===== src/core/area_decoder_regs.vh =====
// Register offsets, field positions, reset values and address decode constants
`ifndef AREA_DECODER_REGS_VH
`define AREA_DECODER_REGS_VH
// Offsets are register indices; the bus byte address is four times the index
`define OFS_BUS_CONTROL_ONE 32'hFFFFFF60
`define OFS_BUS_CONTROL_TWO 32'hFFFFFF62
`define OFS_WAIT_CONTROL_ONE 32'hFFFFFF64
`define OFS_WAIT_CONTROL_TWO 32'hFFFFFF66
`define OFS_PER_AREA_MEMORY_CONTROL 32'h0FFFFF68
`define OFS_REFRESH_TIMER_CTRL_STATUS 32'h0FFFFF6E
`define OFS_REFRESH_COUNTER_VALUE 32'hFFFFFF70
`define OFS_REFRESH_COMPARE_CONSTANT 32'hFFFFFF72
`define OFS_REFRESH_EVENT_COUNT 32'hFFFFFF74
`define OFS_AREA_SETUP 32'hFFFFFF80
`define OFS_DECODE_STATUS 32'hFFFFFF84
// Mode window indices FFFFD000 upward, seen on byte address bits 31:14
`define SDRAM_MODE_SET_AREA2_WINDOW_BASE 18'h3FFFD
// Enabled edges the strap waits for the synchroniser to fill
`define STRAP_SETTLE 2'h2
`define RST_BUS_CONTROL_ONE 16'h0000
`define RST_BUS_CONTROL_TWO 16'h3FF0
`define RST_WAIT_CONTROL_ONE 16'h3FF3
`define RST_WAIT_CONTROL_TWO 16'hFFFF
`define RST_ZERO16 16'h0000
`define RST_AREA_SETUP 8'h00
`define AREA_MSB 28
`define AREA_LSB 26
`define WIDTH_RESERVED 2'h0
`define WIDTH_8 2'h1
`define WIDTH_16 2'h2
`define WIDTH_32 2'h3
`define BUS_CONTROL_TWO_A2_LSB 4
`endif


===== src/core/area_select_decode.v =====
// Combinational area decode of a physical address
`timescale 1ns/1ps
`include "area_decoder_regs.vh"
module area_select_decode (
	input wire [31:0] addr,
	output wire [2:0] area,
	output wire [6:0] area_hot
);
	// Only bits 28:26 matter; upper bits are the cache method and alias away
	assign area = addr[`AREA_MSB:`AREA_LSB];
	genvar g;
	generate
		for (g = 0; g < 7; g = g + 1) begin : g_hot
			assign area_hot[g] = (area == g[2:0]);
		end
	endgenerate
endmodule // area_select_decode


===== src/core/area_width_select.v =====
// Bus width choice for one area
`timescale 1ns/1ps
`include "area_decoder_regs.vh"
module area_width_select (
	input wire [2:0] area,
	input wire [1:0] boot_width,
	input wire [15:0] bus_two,
	input wire [7:0] sdram_en,
	output reg [1:0] width,
	output reg width_bad
);
	reg [1:0] fld;
	// Area 0 from strap, 2..6 from two-bit fields of bus control two
	always @* begin
		fld = `WIDTH_RESERVED;
		width = `WIDTH_RESERVED;
		width_bad = 1'b0;
		case (area)
		3'h0: width = boot_width;
		3'h2, 3'h3, 3'h4, 3'h5, 3'h6: begin
			fld = bus_two[(`BUS_CONTROL_TWO_A2_LSB + 2 * (area - 3'h2)) +: 2];
			width = fld;
			// SDRAM cannot run eight bits; flag it, do not silently widen
			if (sdram_en[area] && fld == `WIDTH_8)
				width_bad = 1'b1;
		end
		default: width = `WIDTH_RESERVED;
		endcase
		if (width == `WIDTH_RESERVED && (area == 3'h0 || area >= 3'h2) && area != 3'h7)
			width_bad = 1'b1;
	end
endmodule // area_width_select


===== src/core/external_bus_controller.v =====
// Area decoder, chip selects and register file of the external bus controller
//
// Our own choice: the APB register port.
`timescale 1ns/1ps
`include "area_decoder_regs.vh"
module external_bus_controller (
	input wire clock,
	input wire nrst,
	input wire clk_en,
	input wire psel,
	input wire penable,
	input wire pwrite,
	input wire [31:0] paddr,
	input wire [31:0] pwdata,
	output reg [31:0] prdata,
	output reg pready,
	output reg pslverr,
	input wire cpu_valid,
	input wire [31:0] cpu_addr,
	input wire cpu_write,
	input wire [7:0] cpu_wdata,
	input wire boot_width_pin_hi,
	input wire boot_width_pin_lo,
	output reg area0_select_n,
	output reg area2_select_n,
	output reg area3_select_n,
	output reg area4_select_n,
	output reg area5_select_n,
	output reg area6_select_n,
	output reg [1:0] access_width,
	output reg access_width_bad,
	output reg sdram_mode_strobe,
	output reg [11:0] sdram_mode_addr,
	output reg [7:0] sdram_mode_data
);
	reg [15:0] bus_one_q;
	reg [15:0] bus_two_q;
	reg [15:0] wait_one_q;
	reg [15:0] wait_two_q;
	reg [15:0] mem_ctrl_q;
	reg [15:0] rt_status_q;
	reg [15:0] rt_count_q;
	reg [15:0] rt_compare_q;
	reg [15:0] rf_count_q;
	reg [7:0] sdram_en_q;
	reg [1:0] boot_width_q;
	reg [1:0] pin_s1_q;
	reg [1:0] pin_s2_q;
	reg strap_taken_q;
	reg [1:0] strap_wait_q;
	reg [2:0] last_area_q;
	reg [31:0] rdata_d;
	reg hit_d;
	wire [2:0] cur_area;
	wire [6:0] cur_hot;
	wire [1:0] cur_width;
	wire cur_bad;
	wire apb_setup;
	wire apb_wr;
	wire sdram_mode_set_area2_hit;

	// Byte address against index times four; index bits 31:30 fall off the bus
	function [0:0] is_addr;
		input [31:0] a;
		input [31:0] b;
		begin
			is_addr = (a == {b[29:0], 2'h0});
		end
	endfunction

	////////////////////////////////////////////////////////////////////////
	area_select_decode u_decode (
		.addr(cpu_addr),
		.area(cur_area),
		.area_hot(cur_hot)
	);

	area_width_select u_width (
		.area(cur_area),
		.boot_width(boot_width_q),
		.bus_two(bus_two_q),
		.sdram_en(sdram_en_q),
		.width(cur_width),
		.width_bad(cur_bad)
	);

	////////////////////////////////////////////////////////////////////////
	// Mode pins come from outside, so two flops before anything reads them
	always @(posedge clock) begin
		if (!nrst) begin
			pin_s1_q <= 2'h0;
			pin_s2_q <= 2'h0;
		end else if (clk_en) begin
			pin_s1_q <= {boot_width_pin_hi, boot_width_pin_lo};
			pin_s2_q <= pin_s1_q;
		end
	end

	// Strap waits until the sync flops hold the pins, else it would catch their reset zero
	always @(posedge clock) begin
		if (!nrst) begin
			strap_taken_q <= 1'b0;
			strap_wait_q <= 2'h0;
			boot_width_q <= `WIDTH_RESERVED;
		end else if (clk_en && !strap_taken_q) begin
			if (strap_wait_q == `STRAP_SETTLE) begin
				strap_taken_q <= 1'b1; // Caught once, later pin changes ignored
				boot_width_q <= pin_s2_q;
			end else begin
				strap_wait_q <= strap_wait_q + 2'h1;
			end
		end
	end

	////////////////////////////////////////////////////////////////////////
	assign apb_setup = psel && !penable;
	assign apb_wr = psel && penable && pwrite && pready;
	// Any index in the 16 KB window counts; the index offset goes to the SDRAM
	assign sdram_mode_set_area2_hit = (paddr[31:14] == `SDRAM_MODE_SET_AREA2_WINDOW_BASE);

	always @* begin
		hit_d = 1'b1;
		rdata_d = 32'h00000000;
		if (is_addr(paddr, `OFS_BUS_CONTROL_ONE))
			rdata_d = {16'h0000, bus_one_q};
		else if (is_addr(paddr, `OFS_BUS_CONTROL_TWO))
			rdata_d = {16'h0000, bus_two_q};
		else if (is_addr(paddr, `OFS_WAIT_CONTROL_ONE))
			rdata_d = {16'h0000, wait_one_q};
		else if (is_addr(paddr, `OFS_WAIT_CONTROL_TWO))
			rdata_d = {16'h0000, wait_two_q};
		else if (is_addr(paddr, `OFS_PER_AREA_MEMORY_CONTROL))
			rdata_d = {16'h0000, mem_ctrl_q};
		else if (is_addr(paddr, `OFS_REFRESH_TIMER_CTRL_STATUS))
			rdata_d = {16'h0000, rt_status_q};
		else if (is_addr(paddr, `OFS_REFRESH_COUNTER_VALUE))
			rdata_d = {16'h0000, rt_count_q};
		else if (is_addr(paddr, `OFS_REFRESH_COMPARE_CONSTANT))
			rdata_d = {16'h0000, rt_compare_q};
		else if (is_addr(paddr, `OFS_REFRESH_EVENT_COUNT))
			rdata_d = {16'h0000, rf_count_q};
		else if (is_addr(paddr, `OFS_AREA_SETUP))
			rdata_d = {24'h000000, sdram_en_q};
		else if (is_addr(paddr, `OFS_DECODE_STATUS))
			rdata_d = {24'h000000, strap_taken_q, boot_width_q, 2'h0, last_area_q};
		else if (sdram_mode_set_area2_hit)
			rdata_d = 32'h00000000; // Write only, reads return zero
		else
			hit_d = 1'b0;
	end

	// No wait states: pready rises in the first access cycle
	always @(posedge clock) begin
		if (!nrst) begin
			pready <= 1'b0;
			pslverr <= 1'b0;
			prdata <= 32'h00000000;
		end else if (clk_en) begin
			pready <= apb_setup;
			pslverr <= apb_setup && !hit_d;
			prdata <= (apb_setup && !pwrite) ? rdata_d : 32'h00000000;
		end
	end

	////////////////////////////////////////////////////////////////////////
	// Register writes; every register has its initial value on reset
	always @(posedge clock) begin
		if (!nrst) begin
			bus_one_q <= `RST_BUS_CONTROL_ONE;
			bus_two_q <= `RST_BUS_CONTROL_TWO;
			wait_one_q <= `RST_WAIT_CONTROL_ONE;
			wait_two_q <= `RST_WAIT_CONTROL_TWO;
			mem_ctrl_q <= `RST_ZERO16;
			rt_status_q <= `RST_ZERO16;
			rt_count_q <= `RST_ZERO16;
			rt_compare_q <= `RST_ZERO16;
			rf_count_q <= `RST_ZERO16;
			sdram_en_q <= `RST_AREA_SETUP;
		end else if (clk_en && apb_wr) begin
			if (is_addr(paddr, `OFS_BUS_CONTROL_ONE))
				bus_one_q <= pwdata[15:0];
			if (is_addr(paddr, `OFS_BUS_CONTROL_TWO))
				bus_two_q <= pwdata[15:0];
			if (is_addr(paddr, `OFS_WAIT_CONTROL_ONE))
				wait_one_q <= pwdata[15:0];
			if (is_addr(paddr, `OFS_WAIT_CONTROL_TWO))
				wait_two_q <= pwdata[15:0];
			if (is_addr(paddr, `OFS_PER_AREA_MEMORY_CONTROL))
				mem_ctrl_q <= pwdata[15:0];
			if (is_addr(paddr, `OFS_REFRESH_TIMER_CTRL_STATUS))
				rt_status_q <= pwdata[15:0];
			if (is_addr(paddr, `OFS_REFRESH_COUNTER_VALUE))
				rt_count_q <= pwdata[15:0];
			if (is_addr(paddr, `OFS_REFRESH_COMPARE_CONSTANT))
				rt_compare_q <= pwdata[15:0];
			if (is_addr(paddr, `OFS_REFRESH_EVENT_COUNT))
				rf_count_q <= pwdata[15:0];
			// Only areas 2 and 3 can carry SDRAM
			if (is_addr(paddr, `OFS_AREA_SETUP))
				sdram_en_q <= {4'h0, pwdata[3:2], 2'h0};
		end
	end

	// Mode-set write forwarded as a one-cycle strobe with window offset
	always @(posedge clock) begin
		if (!nrst) begin
			sdram_mode_strobe <= 1'b0;
			sdram_mode_addr <= 12'h000;
			sdram_mode_data <= 8'h00;
		end else if (clk_en) begin
			sdram_mode_strobe <= apb_wr && sdram_mode_set_area2_hit;
			if (apb_wr && sdram_mode_set_area2_hit) begin
				sdram_mode_addr <= paddr[13:2];
				sdram_mode_data <= pwdata[7:0];
			end
		end
	end

	////////////////////////////////////////////////////////////////////////
	// Chip selects registered; area 1 and 7 leave all deasserted
	always @(posedge clock) begin
		if (!nrst) begin
			area0_select_n <= 1'b1;
			area2_select_n <= 1'b1;
			area3_select_n <= 1'b1;
			area4_select_n <= 1'b1;
			area5_select_n <= 1'b1;
			area6_select_n <= 1'b1;
			access_width <= `WIDTH_RESERVED;
			access_width_bad <= 1'b0;
			last_area_q <= 3'h0;
		end else if (clk_en) begin
			area0_select_n <= !(cpu_valid && cur_hot[0]);
			area2_select_n <= !(cpu_valid && cur_hot[2]);
			area3_select_n <= !(cpu_valid && cur_hot[3]);
			area4_select_n <= !(cpu_valid && cur_hot[4]);
			area5_select_n <= !(cpu_valid && cur_hot[5]);
			area6_select_n <= !(cpu_valid && cur_hot[6]);
			access_width <= cpu_valid ? cur_width : `WIDTH_RESERVED;
			access_width_bad <= cpu_valid && cur_bad;
			if (cpu_valid)
				last_area_q <= cur_area;
		end
	end
endmodule // external_bus_controller


===== config.mk =====
export PLATFORM = sky130hd
export DESIGN_NAME = external_bus_controller
export DESIGN_NICKNAME = d
export VERILOG_FILES = /design/src/core/area_select_decode.v /design/src/core/area_width_select.v /design/src/core/external_bus_controller.v
export VERILOG_INCLUDE_DIRS = /design/src /design/src/core
export SDC_FILE = /design/constraint.sdc
export NUM_CORES = 1
export LEC_CHECK = 0
export BUFFER_PORTS_ARGS = -buffer_cell sky130_fd_sc_hd__buf_2
export CORE_UTILIZATION = 55
export CTS_CLUSTER_DIAMETER = 30
export DETAILED_ROUTE_END_ITERATION = 10
export GPL_TIMING_DRIVEN = 0
export PLACE_DENSITY_LB_ADDON = 0.08
export SKIP_CTS_REPAIR_TIMING = 1
export SYNTH_ARGS = -nofsm -noshare
export SYNTH_HDL_FRONTEND = slang
export SYNTH_HIERARCHICAL = 1
export SYNTH_SLANG_ARGS = --single-unit
export TNS_END_PERCENT = 5

===== constraint.sdc =====
create_clock -name clock -period 2.9 [get_ports clock]
set_input_delay 0.145 -clock clock [delete_from_list [all_inputs] [get_ports clock]]
set_output_delay 0.145 -clock clock [all_outputs]
set_load 0.05 [all_outputs]

==> results.sh <==
export IMPL_cpPeakStageDelay_ns=0.71
export IMPL_yosysWarnings=6
export IMPL_drt_antenna_violating_nets=0
export IMPL_grt_usage_pct=34.42
export IMPL_grt_max_degree=12
export IMPL_path_class="in2reg"
export IMPL_timing_hold_ws_ns=-0.007107
export IMPL_final_cell_mix="nand2_1 (317), dfxtp_1 (206), buf_2 (108)"
export IMPL_status="complete, but fails checks"
export IMPL_cap_violations=0
export IMPL_avgSynthCellArea_um2=8.309
export IMPL_timing_final_crit_share_pct=95.54
export IMPL_layout_commonest_cell="nand2_1"
export IMPL_core_area_um2=17480
export IMPL_r2r_setup_slack_ns=0.41
export IMPL_slew_headroom_pct=29.67
export IMPL_p_per_area_nw_per_um2=711.8
export IMPL_cts_sinks=206
export IMPL_initial_utilization_pct=57.05
export IMPL_antenna_found_initial=0
export IMPL_clk_latency_ns=0.53
export IMPL_die_w_um=136.6
export IMPL_nNetsFinal=1488
export IMPL_viasPerCell=5.863
export IMPL_start_kind="input port"
export IMPL_gr_total_overflow=0
export IMPL_cts_tree="built"
export IMPL_drive_gt1_share_pct=17.63
export IMPL_numCtsBuffers=45
export IMPL_synth_cell_area_um2=9971
export IMPL_gp_congestion=0.9761
export IMPL_grt_pass1_wl_um=48600
export IMPL_critPathBufInv=3
export IMPL_clk_pin_slew_ns=0.05
export IMPL_num_io_pins=178
export IMPL_clock_fmax_mhz=360.9
export IMPL_finClkSkew_ns=0.01749
export IMPL_violations="hold timing"
export IMPL_path_depth=9
export IMPL_port_buffer_count=90
export IMPL_grt_pass1_vias=8861
export IMPL_clockRootBuffer="clkbuf_16"
export IMPL_worstPathMaxFanout=10
export IMPL_crit_chain="dlygate4sd3_1 -> buf_2 -> or4b_4 -> nor4_2 -> nand2_1 -> nor3_1 -> buf_2 -> nand2_1 -> nand3_1"
export IMPL_cp_end_kind="flop"
export IMPL_drt_initial_drc_count=821
export IMPL_synthCells=1200
export IMPL_fp_dieH_um=136.6
export IMPL_critPathRequiredTime_ns=3.36
export IMPL_first_pass_iters=7
export IMPL_post_route_util_pct=71.93
export IMPL_n_fill_cell=1426
export IMPL_rows=48
export IMPL_period_minus_slack_ns=2.771
export IMPL_worstPathArrival_ns=3.23
export IMPL_p_leak_uw=0.005133
export IMPL_drc=0
export IMPL_vdd_drop_max_uv=867.6
export IMPL_drt_wl_total_um=31970
export IMPL_whs_path_depth=4
export IMPL_slowest_stage="nor3_1"
export IMPL_area_growth_pct=26.08
export IMPL_maxSlewViolCount=0
export IMPL_antennaDiodeCount=0
export IMPL_cp_top_family="simple AND/OR/NAND/NOR gates"
export IMPL_finalSetupViolCount=0
export IMPL_tightest_slew_ns=1.046
export IMPL_final_hold_violation_count=1
export IMPL_htree_levels=2
export IMPL_die_area_um2=18670
export IMPL_rsz0062_at_grt="no"
export IMPL_wire_per_inst_um=19.59
export IMPL_design_power_total_uw=8948
export IMPL_reg2regPathDepth=7
export IMPL_num_vias=9569
export IMPL_clock_path_buffers=3
export IMPL_dpl_hpwl_um=22340
export IMPL_min_path_type="in2reg"
## through the flow
stage                      TNS, ns  std cells  area [um^2]  setup slack [ns]
after floorplan                  0       1221        10050            0.7099
after global placement    -0.04651       1536        10780          -0.03825
final                            0       1632        12570            0.1292
after global routing             0       1632        12570           0.03559
after CTS                        0       1619        12440            0.4400
after detailed placement   -0.1495       1536        10780          -0.06257
## worst min-delay path, cell delays in order
cell,delay (ns)
buf_2,0.09
nand2_1,0.09
nand2_1,0.07
a21boi_0,0.07
## path summary, 6_finish.rpt
kind / start / endpoint
max: paddr[8] / wait_one_q[6]$_SDFFE_PN1P_
min: cpu_valid / last_area_q[0]$_SDFFE_PN0P_
max reg2reg: pready$_SDFFE_PN0P_ / rt_count_q[9]$_SDFFE_PN0P_
min reg2reg: bus_one_q[6]$_SDFFE_PN0P_ / bus_one_q[6]$_SDFFE_PN0P_
## power by group
part           switching (uW)  internal (uW)  leakage, uW
sequential               9.27           2850      0.00166
combinational             309            160      0.00267
clock                    1630           3980     0.000805
## flip-flops by register name, indices dropped and copies added, names as in the netlist, 2 cells and up
register / cells
sdram_en_q: 2
sdram_mode_addr: 12
bus_two_q: 16
access_width: 2
pin_s1_q: 2
prdata: 16
wait_one_q: 16
rt_compare_q: 16
sdram_mode_data: 8
last_area_q: 3
rt_status_q: 16
pin_s2_q: 2
rf_count_q: 16
strap_wait_q: 2
boot_width_q: 2
bus_one_q: 16
wait_two_q: 16
rt_count_q: 16
mem_ctrl_q: 16
## layout make-up
class,instances,area (um^2),area share [%]
plain buffers,117,570.5,4.539
clock buffers,56,1197,9.525
repair buffers,103,580.6,4.618
well taps,225,281.5,2.239
clock inverters,27,461.7,3.673
multi-input cells,886,5310,42.24
inverters,12,45.04,0.3583
flip-flops and latches,206,4124,32.81
## metal layers
| metal | routed length, um | vias up | share of wire, % | global-route usage [%] |
|---|---|---|---|---|
| li1 | - | 4513 | - | - |
| met1 | 13640 | 4514 | 43 | 45.51 |
| met2 | 14720 | 463 | 46 | 55.89 |
| met3 | 2661 | 79 | 8.3 | 6.259 |
| met4 | 939 | 0 | 2.9 | 12.47 |
| met5 | 0 | - | 0 | 0 |
Power figures use the tool's default switching activity.
